===== config.mk =====
export PLATFORM = sky130hd
export DESIGN_NAME = effective_address_generator
export DESIGN_NICKNAME = d
export VERILOG_FILES = /design/src/logic/ea_gen_pkg.sv /design/src/logic/effective_address_generator.sv /design/src/logic/ea_gen_regs.sv
export SDC_FILE = /design/constraint.sdc
export NUM_CORES = 1
export LEC_CHECK = 0
export ABC_AREA = 1
export BUFFER_PORTS_ARGS = -buffer_cell sky130_fd_sc_hd__buf_2
export CELL_PAD_IN_SITES_DETAIL_PLACEMENT = 0
export CELL_PAD_IN_SITES_GLOBAL_PLACEMENT = 1
export CORE_MARGIN = 2
export CORE_UTILIZATION = 40
export CTS_BUF_LIST = sky130_fd_sc_hd__clkbuf_16
export CTS_CLUSTER_DIAMETER = 50
export DETAILED_ROUTE_END_ITERATION = 10
export PLACE_DENSITY = 0.81
export REMOVE_ABC_BUFFERS = 1
export SLEW_MARGIN = 10
export SYNTH_ARGS = -nofsm -noshare
export SYNTH_HDL_FRONTEND = slang
export SYNTH_SLANG_ARGS = --single-unit

===== constraint.sdc =====
create_clock -name i_clock -period 7.03 [get_ports i_clock]
set_input_delay 0.703 -clock i_clock [delete_from_list [all_inputs] [get_ports i_clock]]
set_output_delay 0.703 -clock i_clock [all_outputs]
set_load 0.1 [all_outputs]

===== src/logic/ea_gen_pkg.sv =====
// constants shared by the effective address generator and its register file
package ea_gen_pkg;
  localparam int WORD_W = 18;
  localparam int ADDR_W = 17;
  localparam int REG_AW = 8;
  // register byte offsets
  localparam logic [7:0] OFS_CONTROL = 8'h00;
  localparam logic [7:0] OFS_INDEX = 8'h04;
  localparam logic [7:0] OFS_COUNTER = 8'h08;
  localparam logic [7:0] OFS_EFFECTIVE = 8'h0C;
  localparam logic [7:0] OFS_STATUS = 8'h10;
  // control register fields and reset values
  localparam int CTRL_PAGE_BIT = 0;
  localparam logic CTRL_PAGE_RST = 1'b0;
  localparam logic [17:0] INDEX_RST = 18'h00000;
  localparam logic [17:0] COUNTER_RST = 18'h00000;
  // instruction fields, bit 0 of the word being the most significant (vector bit 17)
  localparam int IND_POS = 13;
  localparam int IDX_POS = 12;
  localparam int BANK_FIELD_W = 13;
  localparam int PAGE_FIELD_W = 12;
  // counter_upper_bits are counter bits 1..5 (vector 16:12)
  localparam int UPPER_HI = 16;
  localparam int UPPER_LO = 12;
  localparam int BANK_LO = 13;
  // auto-increment cells, octal 10 through 17
  localparam logic [12:0] AUTO_LO = 13'h0008;
  localparam logic [12:0] AUTO_HI = 13'h000F;
  // addressing types reported in status
  localparam logic [2:0] TYPE_DIRECT = 3'h1;
  localparam logic [2:0] TYPE_INDIRECT = 3'h2;
  localparam logic [2:0] TYPE_AUTO = 3'h3;
  localparam logic [2:0] TYPE_INDEXED = 3'h4;
  localparam logic [2:0] TYPE_IND_INDEXED = 3'h5;
  localparam logic [2:0] TYPE_AUTO_INDEXED = 3'h6;
endpackage : ea_gen_pkg


===== src/logic/effective_address_generator.sv =====
// effective address generator for memory reference instructions, types I to VI
// Overview of operation
// (RULE_01) direct address uses bits 5-17 in bank mode, bits 6-17 in page mode
// (RULE_02) bit 4 set: read the operand location, fetched word becomes the address
// (RULE_03) direct addresses combine with the running program's bank, not bank zero
// (RULE_04) indirect to cells 10-17 octal: read, add one, write back, use result
// (RULE_05) no increment on direct references to the auto-increment cells
// (RULE_06) auto-increment cells are absolute, whatever bank or page runs
// (RULE_07) 18-bit signed index, 18-bit counter, 17-bit effective addresses
// (RULE_08) indexing only in page mode with bit 5; no extra memory cycle
// (RULE_09) indexed address is upper counter bits and field plus the index
// (RULE_10) index added as full 18-bit two's complement, negative reaches below
// (RULE_11) indexed addressing reaches every address 000000 to 377777 octal
// (RULE_12) page mode with bits 4 and 5: fetch pointer, then add the index
// (RULE_13) indirect indexed pointer is counter bits 1-5 joined to bits 6-17
// (RULE_14) index addition is always the last step, applied to the fetched word
// (RULE_15) page mode, bits 4 and 5, field 10-17 octal selects auto-increment indexed
// (RULE_16) auto-increment indexed reads, increments, writes back, uses new pointer
// (RULE_17) auto-increment indexed adds index bits 0-17 to the pointer
// (RULE_18) bank mode: bit 5 is address, never an index request
//
// The implementer's own choices: the address map and strobed register access.
`timescale 1ns/1ns
module effective_address_generator #(
  parameter int WORD_W = ea_gen_pkg::WORD_W,
  parameter int ADDR_W = ea_gen_pkg::ADDR_W
) (
  input wire logic i_clock,
  input wire logic i_srst,
  // register port
  input wire logic [7:0] i_reg_addr,
  input wire logic [17:0] i_reg_wdata,
  input wire logic i_reg_wr,
  input wire logic i_reg_rd,
  output logic [17:0] o_reg_rdata,
  // instruction in
  input wire logic i_start,
  input wire logic [17:0] i_instruction,
  output logic o_busy,
  output logic o_done,
  output logic [16:0] o_effective_address,
  output logic [2:0] o_addr_type,
  // memory cycles toward the mapping unit
  output logic o_mem_req,
  output logic o_mem_we,
  output logic [16:0] o_mem_addr,
  output logic [17:0] o_mem_wdata,
  input wire logic i_mem_ack,
  input wire logic [17:0] i_mem_rdata
);
  typedef enum logic [1:0] {
    ST_IDLE = 2'b00,
    ST_FETCH = 2'b01,
    ST_STORE = 2'b10
  } state_t;

  // the datapath is fixed at the documented word and address sizes
  if (WORD_W != 18 || ADDR_W != 17) begin : g_width_check
    $error("effective_address_generator supports only 18-bit words and 17-bit addresses");
  end

  logic page_mode;
  logic [17:0] index_value;
  logic [17:0] counter;
  state_t state_ff;
  state_t nxt_state;
  logic [2:0] type_ff;
  logic [2:0] nxt_type;
  logic post_index_ff;
  logic [17:0] xr_snap_ff;
  logic [16:0] ea_ff;
  logic done_ff;
  logic mem_req_ff;
  logic mem_we_ff;
  logic [16:0] mem_addr_ff;
  logic [17:0] mem_wdata_ff;
  logic ind_bit;
  logic idx_req;
  logic [12:0] field;
  logic auto_cell;
  logic [16:0] local_addr;
  logic [16:0] ptr_addr;
  logic [16:0] direct_ea;
  logic [17:0] incremented;
  logic start_ok;
  logic ack_fetch;
  logic ack_store;

  ////////////////////////////////////////////////////////////////////////////
  // software registers
  ea_gen_regs u_regs (
    .i_clock(i_clock),
    .i_srst(i_srst),
    .i_reg_addr(i_reg_addr),
    .i_reg_wdata(i_reg_wdata),
    .i_reg_wr(i_reg_wr),
    .i_reg_rd(i_reg_rd),
    .o_reg_rdata(o_reg_rdata),
    .i_busy(o_busy),
    .i_addr_type(type_ff),
    .i_effective_address(ea_ff),
    .o_page_mode(page_mode),
    .o_index_value(index_value),
    .o_counter(counter)
  );

  // two's complement index add, wrapped to the 17-bit address space
  function automatic logic [16:0] add_index(input logic [16:0] base, input logic [17:0] xr);
    logic [17:0] sum;
    sum = {1'b0, base} + xr; // RULE_10
    return sum[16:0]; // RULE_11
  endfunction : add_index

  ////////////////////////////////////////////////////////////////////////////
  // instruction decode
  assign ind_bit = i_instruction[ea_gen_pkg::IND_POS]; // RULE_02
  assign idx_req = page_mode && i_instruction[ea_gen_pkg::IDX_POS]; // RULE_08 RULE_18
  // bank mode keeps bit 5 in the field, page mode drops it
  assign field = page_mode ? {1'b0, i_instruction[ea_gen_pkg::PAGE_FIELD_W-1:0]}
                           : i_instruction[ea_gen_pkg::BANK_FIELD_W-1:0]; // RULE_01 RULE_18
  // the cell test looks at bit 4 and the field, never the counter, so it fires from any bank
  assign auto_cell = ind_bit && field >= ea_gen_pkg::AUTO_LO && field <= ea_gen_pkg::AUTO_HI; // RULE_04 RULE_06 RULE_15

  // field joined with the running program's bank or page
  always_comb begin
    if (page_mode) begin
      local_addr = {counter[ea_gen_pkg::UPPER_HI:ea_gen_pkg::UPPER_LO], field[11:0]}; // RULE_09 RULE_13
    end else begin
      local_addr = {counter[ea_gen_pkg::UPPER_HI:ea_gen_pkg::BANK_LO], field}; // RULE_03
    end
  end

  // auto-increment cells are absolute, other pointers live in the current bank or page
  assign ptr_addr = auto_cell ? {4'h0, field} : local_addr; // RULE_06
  // no memory cycle for types I and IV
  assign direct_ea = idx_req ? add_index(local_addr, index_value) : local_addr; // RULE_08 RULE_09

  // pointer increment, full word so the written value keeps bit 0
  assign incremented = i_mem_rdata + 18'h00001;

  always_comb begin
    if (!ind_bit) begin
      nxt_type = idx_req ? ea_gen_pkg::TYPE_INDEXED : ea_gen_pkg::TYPE_DIRECT;
    end else if (auto_cell) begin
      nxt_type = idx_req ? ea_gen_pkg::TYPE_AUTO_INDEXED : ea_gen_pkg::TYPE_AUTO;
    end else begin
      nxt_type = idx_req ? ea_gen_pkg::TYPE_IND_INDEXED : ea_gen_pkg::TYPE_INDIRECT;
    end
  end

  assign start_ok = i_start && state_ff == ST_IDLE; // starts while busy are dropped
  assign ack_fetch = state_ff == ST_FETCH && i_mem_ack;
  assign ack_store = state_ff == ST_STORE && i_mem_ack;

  ////////////////////////////////////////////////////////////////////////////
  // sequencer
  always_comb begin
    nxt_state = state_ff;
    unique case (state_ff)
      ST_IDLE: begin
        if (start_ok && ind_bit) begin
          nxt_state = ST_FETCH; // RULE_02 RULE_12
        end
      end
      ST_FETCH: begin
        if (i_mem_ack) begin
          nxt_state = (type_ff == ea_gen_pkg::TYPE_AUTO || type_ff == ea_gen_pkg::TYPE_AUTO_INDEXED)
                      ? ST_STORE : ST_IDLE; // RULE_04 RULE_16
        end
      end
      ST_STORE: begin
        if (i_mem_ack) begin
          nxt_state = ST_IDLE;
        end
      end
      default: nxt_state = ST_IDLE;
    endcase
  end

  always_ff @(posedge i_clock) begin
    if (i_srst) begin
      state_ff <= ST_IDLE;
    end else begin
      state_ff <= nxt_state;
    end
  end

  // instruction context captured at start so later register writes cannot disturb it
  always_ff @(posedge i_clock) begin
    if (i_srst) begin
      type_ff <= 3'h0;
      post_index_ff <= 1'b0;
      xr_snap_ff <= 18'h00000;
    end else if (start_ok) begin
      type_ff <= nxt_type;
      post_index_ff <= idx_req;
      xr_snap_ff <= index_value;
    end
  end

  ////////////////////////////////////////////////////////////////////////////
  // memory requests, held until acknowledged
  always_ff @(posedge i_clock) begin
    if (i_srst) begin
      mem_req_ff <= 1'b0;
      mem_we_ff <= 1'b0;
      mem_addr_ff <= 17'h00000;
      mem_wdata_ff <= 18'h00000;
    end else if (start_ok && ind_bit) begin
      mem_req_ff <= 1'b1; // RULE_02
      mem_we_ff <= 1'b0;
      mem_addr_ff <= ptr_addr; // RULE_13
    end else if (ack_fetch && (type_ff == ea_gen_pkg::TYPE_AUTO || type_ff == ea_gen_pkg::TYPE_AUTO_INDEXED)) begin
      mem_req_ff <= 1'b1;
      mem_we_ff <= 1'b1; // RULE_04 RULE_16
      mem_wdata_ff <= incremented;
    end else if (i_mem_ack) begin
      mem_req_ff <= 1'b0;
      mem_we_ff <= 1'b0;
    end
  end

  // effective address and completion pulse
  always_ff @(posedge i_clock) begin
    if (i_srst) begin
      ea_ff <= 17'h00000;
      done_ff <= 1'b0;
    end else begin
      done_ff <= 1'b0;
      if (start_ok && !ind_bit) begin
        ea_ff <= direct_ea; // RULE_01 RULE_03 RULE_05 RULE_08
        done_ff <= 1'b1;
      end else if (ack_fetch && (type_ff == ea_gen_pkg::TYPE_AUTO || type_ff == ea_gen_pkg::TYPE_AUTO_INDEXED)) begin
        // incremented value is the pointer; index applied last
        ea_ff <= post_index_ff ? add_index(incremented[16:0], xr_snap_ff) : incremented[16:0]; // RULE_16 RULE_17
      end else if (ack_fetch) begin
        ea_ff <= post_index_ff ? add_index(i_mem_rdata[16:0], xr_snap_ff) : i_mem_rdata[16:0]; // RULE_02 RULE_14
        done_ff <= 1'b1;
      end else if (ack_store) begin
        done_ff <= 1'b1; // address already formed; finish once the write-back lands
      end
    end
  end

  assign o_busy = state_ff != ST_IDLE;
  assign o_done = done_ff;
  assign o_effective_address = ea_ff;
  assign o_addr_type = type_ff;
  assign o_mem_req = mem_req_ff;
  assign o_mem_we = mem_we_ff;
  assign o_mem_addr = mem_addr_ff;
  assign o_mem_wdata = mem_wdata_ff;

  ////////////////////////////////////////////////////////////////////////////
  // checks
  logic [16:0] past_ptr_q;
  always_ff @(posedge i_clock) begin
    if (i_srst) begin
      past_ptr_q <= 17'h00000;
    end else if (start_ok) begin
      past_ptr_q <= ptr_addr;
    end
  end

  direct_no_mem_a: assert property (@(posedge i_clock) disable iff (i_srst) // RULE_08
    start_ok && !ind_bit |=> o_done && !o_mem_req && !o_busy)
    else $error("direct or indexed reference used a memory cycle");

  indirect_reads_a: assert property (@(posedge i_clock) disable iff (i_srst) // RULE_02
    start_ok && ind_bit |=> o_mem_req && !o_mem_we && o_mem_addr == past_ptr_q && !o_done)
    else $error("indirect reference did not issue a read");

  bank_field_a: assert property (@(posedge i_clock) disable iff (i_srst) // RULE_01
    start_ok && !ind_bit && !page_mode |=>
      o_effective_address[12:0] == $past(i_instruction[12:0]))
    else $error("bank mode direct address field wrong");

  bank_current_a: assert property (@(posedge i_clock) disable iff (i_srst) // RULE_03
    start_ok && !ind_bit && !page_mode |=> o_effective_address[16:13] == $past(counter[16:13]))
    else $error("direct address not in running bank");

  no_index_bank_a: assert property (@(posedge i_clock) disable iff (i_srst) // RULE_18
    start_ok && !page_mode |=> o_addr_type != ea_gen_pkg::TYPE_INDEXED
      && o_addr_type != ea_gen_pkg::TYPE_IND_INDEXED && o_addr_type != ea_gen_pkg::TYPE_AUTO_INDEXED)
    else $error("bank mode decoded an index request");

  indexed_sum_a: assert property (@(posedge i_clock) disable iff (i_srst) // RULE_09
    start_ok && !ind_bit && page_mode && i_instruction[12] |=> o_effective_address ==
      17'(({1'b0, $past(counter[16:12]), $past(i_instruction[11:0])} + $past(index_value))))
    else $error("indexed effective address wrong");

  auto_abs_a: assert property (@(posedge i_clock) disable iff (i_srst) // RULE_06
    start_ok && auto_cell |=> o_mem_addr[16:4] == 13'h0000 && o_mem_addr[3])
    else $error("auto-increment cell not absolute");

  auto_write_a: assert property (@(posedge i_clock) disable iff (i_srst) // RULE_04
    ack_fetch && (type_ff == ea_gen_pkg::TYPE_AUTO) |=>
      o_mem_we && o_mem_req && o_mem_wdata == $past(i_mem_rdata) + 18'h00001
      && o_effective_address == 17'($past(i_mem_rdata) + 18'h00001))
    else $error("auto-increment write-back wrong");

  auto_direct_a: assert property (@(posedge i_clock) disable iff (i_srst) // RULE_05
    start_ok && !ind_bit |=> !o_mem_we [*2])
    else $error("direct reference incremented a cell");

  post_index_a: assert property (@(posedge i_clock) disable iff (i_srst) // RULE_14
    ack_fetch && type_ff == ea_gen_pkg::TYPE_IND_INDEXED |=>
      o_done && o_effective_address == 17'({1'b0, $past(i_mem_rdata[16:0])} + $past(xr_snap_ff)))
    else $error("post-indexed address wrong");

  auto_index_a: assert property (@(posedge i_clock) disable iff (i_srst) // RULE_17
    ack_fetch && type_ff == ea_gen_pkg::TYPE_AUTO_INDEXED |=>
      o_effective_address == 17'({1'b0, 17'($past(i_mem_rdata) + 18'h00001)} + $past(xr_snap_ff)))
    else $error("auto-increment indexed address wrong");

  auto_idx_sel_a: assert property (@(posedge i_clock) disable iff (i_srst) // RULE_15
    start_ok && page_mode && i_instruction[13] && i_instruction[12] && auto_cell
      |=> o_addr_type == ea_gen_pkg::TYPE_AUTO_INDEXED)
    else $error("auto-increment indexed not selected");

  auto_done_a: assert property (@(posedge i_clock) disable iff (i_srst) // RULE_16
    ack_store |=> o_done && !o_mem_req && !o_busy)
    else $error("write-back did not complete the reference");

  // the request and all that qualifies it stand until memory answers
  req_hold_a: assert property (@(posedge i_clock) disable iff (i_srst) // RULE_02
    o_mem_req && !i_mem_ack |=> o_mem_req && $stable(o_mem_we) && $stable(o_mem_addr)
      && $stable(o_mem_wdata))
    else $error("memory request changed before acknowledge");

  page_ptr_a: assert property (@(posedge i_clock) disable iff (i_srst) // RULE_13
    start_ok && ind_bit && !auto_cell && page_mode |=>
      o_mem_addr == {$past(counter[16:12]), $past(i_instruction[11:0])})
    else $error("page mode pointer location wrong");

  ind_idx_sel_a: assert property (@(posedge i_clock) disable iff (i_srst) // RULE_12
    start_ok && page_mode && i_instruction[13] && i_instruction[12] && !auto_cell
      |=> o_addr_type == ea_gen_pkg::TYPE_IND_INDEXED && o_mem_req && !o_mem_we)
    else $error("indirect indexed not selected");

  // a negative index is a subtraction of its magnitude, so this cross-checks the adder
  neg_index_a: assert property (@(posedge i_clock) disable iff (i_srst) // RULE_10
    start_ok && !ind_bit && page_mode && i_instruction[12] && index_value[17] |=>
      o_effective_address == 17'({$past(counter[16:12]), $past(i_instruction[11:0])} - 17'(-$past(index_value))))
    else $error("negative index did not reach below the running page");

  cov_indexed_c: cover property (@(posedge i_clock) disable iff (i_srst)
    o_done && o_addr_type == ea_gen_pkg::TYPE_INDEXED && index_value[17]);
  cov_ind_idx_c: cover property (@(posedge i_clock) disable iff (i_srst)
    o_done && o_addr_type == ea_gen_pkg::TYPE_IND_INDEXED);
  cov_auto_idx_c: cover property (@(posedge i_clock) disable iff (i_srst)
    ack_store ##1 o_done && o_addr_type == ea_gen_pkg::TYPE_AUTO_INDEXED);
  cov_auto_c: cover property (@(posedge i_clock) disable iff (i_srst)
    o_done && o_addr_type == ea_gen_pkg::TYPE_AUTO);
  cov_bank_ind_c: cover property (@(posedge i_clock) disable iff (i_srst)
    o_done && o_addr_type == ea_gen_pkg::TYPE_INDIRECT && !page_mode);
endmodule : effective_address_generator


===== src/logic/ea_gen_regs.sv =====
// software register file of the effective address generator
`timescale 1ns/1ns
module ea_gen_regs (
  input wire logic i_clock,
  input wire logic i_srst,
  input wire logic [7:0] i_reg_addr,
  input wire logic [17:0] i_reg_wdata,
  input wire logic i_reg_wr,
  input wire logic i_reg_rd,
  output logic [17:0] o_reg_rdata,
  input wire logic i_busy,
  input wire logic [2:0] i_addr_type,
  input wire logic [16:0] i_effective_address,
  output logic o_page_mode,
  output logic [17:0] o_index_value,
  output logic [17:0] o_counter
);
  logic page_mode_ff;
  logic [17:0] index_value_register_ff;
  logic [17:0] counter_ff;
  logic [17:0] rdata_ff;
  logic [17:0] nxt_rdata;

  ////////////////////////////////////////////////////////////////////////////
  // control: page versus bank mode
  always_ff @(posedge i_clock) begin
    if (i_srst) begin
      page_mode_ff <= ea_gen_pkg::CTRL_PAGE_RST;
    end else if (i_reg_wr && i_reg_addr == ea_gen_pkg::OFS_CONTROL) begin
      page_mode_ff <= i_reg_wdata[ea_gen_pkg::CTRL_PAGE_BIT];
    end
  end

  // full 18-bit index, sign in the top bit
  always_ff @(posedge i_clock) begin
    if (i_srst) begin
      index_value_register_ff <= ea_gen_pkg::INDEX_RST;
    end else if (i_reg_wr && i_reg_addr == ea_gen_pkg::OFS_INDEX) begin
      index_value_register_ff <= i_reg_wdata; // RULE_07
    end
  end

  // 18-bit program counter as seen by the generator
  always_ff @(posedge i_clock) begin
    if (i_srst) begin
      counter_ff <= ea_gen_pkg::COUNTER_RST;
    end else if (i_reg_wr && i_reg_addr == ea_gen_pkg::OFS_COUNTER) begin
      counter_ff <= i_reg_wdata; // RULE_07
    end
  end

  ////////////////////////////////////////////////////////////////////////////
  // read mux; unmapped offsets read zero
  always_comb begin
    nxt_rdata = 18'h00000;
    unique case (i_reg_addr)
      ea_gen_pkg::OFS_CONTROL: nxt_rdata = {17'h00000, page_mode_ff};
      ea_gen_pkg::OFS_INDEX: nxt_rdata = index_value_register_ff;
      ea_gen_pkg::OFS_COUNTER: nxt_rdata = counter_ff;
      ea_gen_pkg::OFS_EFFECTIVE: nxt_rdata = {1'b0, i_effective_address};
      ea_gen_pkg::OFS_STATUS: nxt_rdata = {14'h0000, i_addr_type, i_busy};
      default: nxt_rdata = 18'h00000;
    endcase
  end

  // read data hold only for the cycle after the strobe
  always_ff @(posedge i_clock) begin
    if (i_srst) begin
      rdata_ff <= 18'h00000;
    end else begin
      rdata_ff <= i_reg_rd ? nxt_rdata : 18'h00000;
    end
  end

  assign o_reg_rdata = rdata_ff;
  assign o_page_mode = page_mode_ff;
  assign o_index_value = index_value_register_ff;
  assign o_counter = counter_ff;
endmodule : ea_gen_regs


==> run metrics <==
# hold bufs at CTS=0; Placed Instances=approximately 1.7k; Layout area overhead=16.8%; first-pass GRT wire length=roughly 46 mm; final wirelength=around 30 mm; Longest Clk Path Bufs=2; Worst-path clk slew=0.07 ns; post-layout minimum cycle time=3.32 ns; Root Buffer Master=clkbuf_16; Area contributors post-synth=dfxtp_1 30%, nand2_1 12%, ha_1 7.3%, a21oi_1 7.2%, nor2_1 7.2%; vias in the first global route=roughly 8.6k; drt wl/cell=around 17 um; input/output buffers=140; Fin. Hold Viols=0; ys flop type=dfxtp_1; CP top delay family=simple AND/OR/NAND/NOR gates; Worst Path Max Fanout=6; CTS buffer count=17; register area=between 0.002 and 0.003 sq mm; Max stage delay on crit path=~0.46 ns; antenna viol nets, final=0; area of the multi-input gates=0.00526 sq mm; fin cells=roughly 1.8k; crit path kind=in2reg; post-layout util=47.2%; Slew headroom=around 31%; CP required=7.36 ns; Post-Syn Area per Cell=6.50 sq um; Die ar.=0.0230 sq mm; #FFs+latches synth=between 100 and 150; P_leak=between 5 and 6 nW; largest family of logic cells by synthesized area=simple AND/OR/NAND/NOR gates; Worst EP arrival=~3.7 ns; Syn Inst Count=1344; CP dominant cell by count=nand2_1; DRT iter0 DRCs=~610; Ant. Diodes=0; mapped cell area=0.00874 sq mm; Final setup viols=0; Sink Count=132; final period utilization=between 40% and 50%; GRT Total Usage=between 20% and 30%; largest net degree at the start of global routing=roughly 110; Hold Path Class=reg2reg; multiplexer share of the synthesized area=0%; post-synthesis sequential area ratio=between 30% and 40%; Synth cell types=50; Nets=~1.6k; Worst VDD drop=around 0.17 mV; post-synthesis compound-gate area fraction=about a fifth; gr ovfl total=0; Pre-antenna DRT Iters=5; slowest CP cell=xor2_1; pwr/cell area=around 210 mW/mm^2; CP Cell Sequence=buf_2 > ha_1 > nand2_1 > nor2_2 > nand2_1 > xor2_1 > inv_1 > ha_1 > nand2_1 > inv_1 > a21oi_1 > inv_1 > a21oi_1 > nand2_1 > nand2_1 > nand3_1 > nand2_1 > nand2_1 > nand2_1 > nand3_1 > nand2_1 > inv_1; Initial Util=40.4%; fmax=approximately 300 MHz; Buf/Inv on CP=5; postcts setup bufs=0; Synth Area in Adders=7.99%; area leader, netlist=dfxtp_1; H-tree levels=4; CTS tree=built; Setup crit start kind=input port; Die Span Y=around 150 um; core box area=about 0.022 sq mm; # DRC=0; Ports=145; Synth Area in XOR/XNOR=about 2.4%; # fillers=between 2k and 2.5k; vias=9134; number of synthesized flops with an enable pin=0; status=finished, final reports clean; DP HPWL=about 22 mm; Slew @ Worst Pin=just over 1 ns; max-cap violations=0; DR vias/cell=~5.2; CTS resizes=0; number of synthesis warnings=0; asr flop ratio synth=0%; DIE WIDTH=about 150 um; RSZ-0062 raised after global routing=no; Row Count=54; Max Slew Vio Count=0; layout cells sized above 1=15.1%; nature of the critical path endpoint=flop; Worst-Skew Late Latency=0.43 ns; post-synthesis simple-gate area fraction=roughly 28%; setup_tns=0 ns; Synth top area share=30.2%; GPL Wtd Cong=0.931; worst clock skew=roughly 0.014 ns; initial antenna violation count=0
cell usage after synthesis (all sizes together), types with 8 or more instances:
cell type,count
nand2,293
nor2,180
inv,162
o21ai,137
dfxtp,132
a21oi,129
nand3,81
ha,51
clkbuf,25
buf,23
xor2,20
o21bai,16
nor3,14
o211ai,11
nand4,10
a31oi,8
routing by layer:
| layer | vias to the layer above | track usage [%] | part of all wire [%] |
|---|---|---|---|
| met5 | - | 0 | 0 |
| met4 | 0 | 6.06 | 1.1 |
| met3 | 25 | 3.32 | 5.0 |
| met2 | 271 | 44.8 | 47 |
| met1 | 4150 | 36.0 | 47 |
| li1 | 4688 | - | - |
kinds of logic (layout without fill, tap and decap cells):
kind of cell	after synthesis	count (layout)
simple gates	588	588
flops	132	132
buf+inv	212	342
fa+ha+maj	54	54
compound gates	334	334
xor+xnor	24	24
worst reg2reg max path, stage by stage, from the launching register on:
cell and delay [ns]:
dfxtp_1 0.31, inv_2 0.55, o21ai_2 0.17, nor2_4 0.37, inv_2 0.24, nor2_8 0.51, inv_2 0.28, a21oi_1 0.20
nand2_1 0.07, nand2_1 0.13, nand2_1 0.07, nand3_1 0.10, nand2_1 0.06, inv_1 0.05
flip-flops by register name (all words and copies together) (netlist names):
register / count
o_mem_wdata: 18
u_regs.o_counter: 18
u_regs.o_index_value: 18
u_regs.o_reg_rdata: 18
o_effective_address: 17
o_mem_addr: 17
xr_snap_ff: 17
o_addr_type: 3
state_ff: 2
o_done: 1
o_mem_req: 1
o_mem_we: 1
u_regs.o_page_mode: 1
final timing paths:
kind | startpoint | to | slack (ns) | depth (start not counted)
max | i_mem_rdata[0] | o_effective_address[14]$_SDFFE_PP0P_ | 3.71 | 22
min | u_regs.o_counter[0]$_SDFFE_PP0P_ | u_regs.o_counter[0]$_SDFFE_PP0P_ | 0.46 | 2
max reg2reg | o_addr_type[2]$_SDFFE_PP0P_ | o_effective_address[14]$_SDFFE_PP0P_ | 3.88 | 13
min reg2reg | u_regs.o_counter[0]$_SDFFE_PP0P_ | u_regs.o_counter[0]$_SDFFE_PP0P_ | 0.46 | 2
final cells by class:
cell class	count	share of cell area, %
multi-input combinational	1000	51.5
sequential	132	25.9
timing repair buffer	146	7.31
inverter	164	6.03
clock buffer	17	4.17
tap	280	3.43
clock inverter	15	1.64
power breakdown:
part	internal (mW)	total [mW]	switching [mW]
logic	0.116	0.451	0.335
registers	0.771	0.792	0.0212
clock network	0.505	0.914	0.408
total	1.39	2.16	0.764
layout by cell type, fill, tap and decap left out, drive strengths merged, types with 2 or more instances in the layout:
| cell type | synthesis | routed |
|---|---|---|
| ha | 51 | 51 |
| o21bai | 16 | 16 |
| o21ai | 137 | 137 |
| inv | 162 | 171 |
| buf | 23 | 146 |
| clkbuf | 25 | 17 |
| a21o | 7 | 7 |
| nor2 | 180 | 180 |
| or2 | 7 | 7 |
| clkinvlp | 0 | 2 |
| a21boi | 4 | 4 |
| clkinv | 2 | 5 |
| o211ai | 11 | 11 |
| fa | 3 | 3 |
| a31oi | 8 | 8 |
| dfxtp | 132 | 132 |
| nand2 | 293 | 293 |
| nor3 | 14 | 14 |
| o31ai | 4 | 4 |
| o221ai | 4 | 4 |
| nand4 | 10 | 10 |
| xor2 | 20 | 20 |
| o21a | 2 | 2 |
| a221oi | 5 | 5 |
| xnor2 | 4 | 4 |
| o22ai | 4 | 4 |
| nand3 | 81 | 81 |
| and2 | 2 | 2 |
| a21oi | 129 | 129 |
per-stage QoR:
step	worst slack, ns	area, sq um	hold slack (ns)	power, mW
floorplan	3.68	8520	0.426	1.13
global placement	3.26	9610	0.433	1.25
detailed placement	3.25	9610	0.446	1.26
CTS	3.69	10200	0.455	2.17
global route	3.38	10200	0.489	2.25
finish	3.71	10200	0.456	2.16
Power figures use the tool's default switching activity.
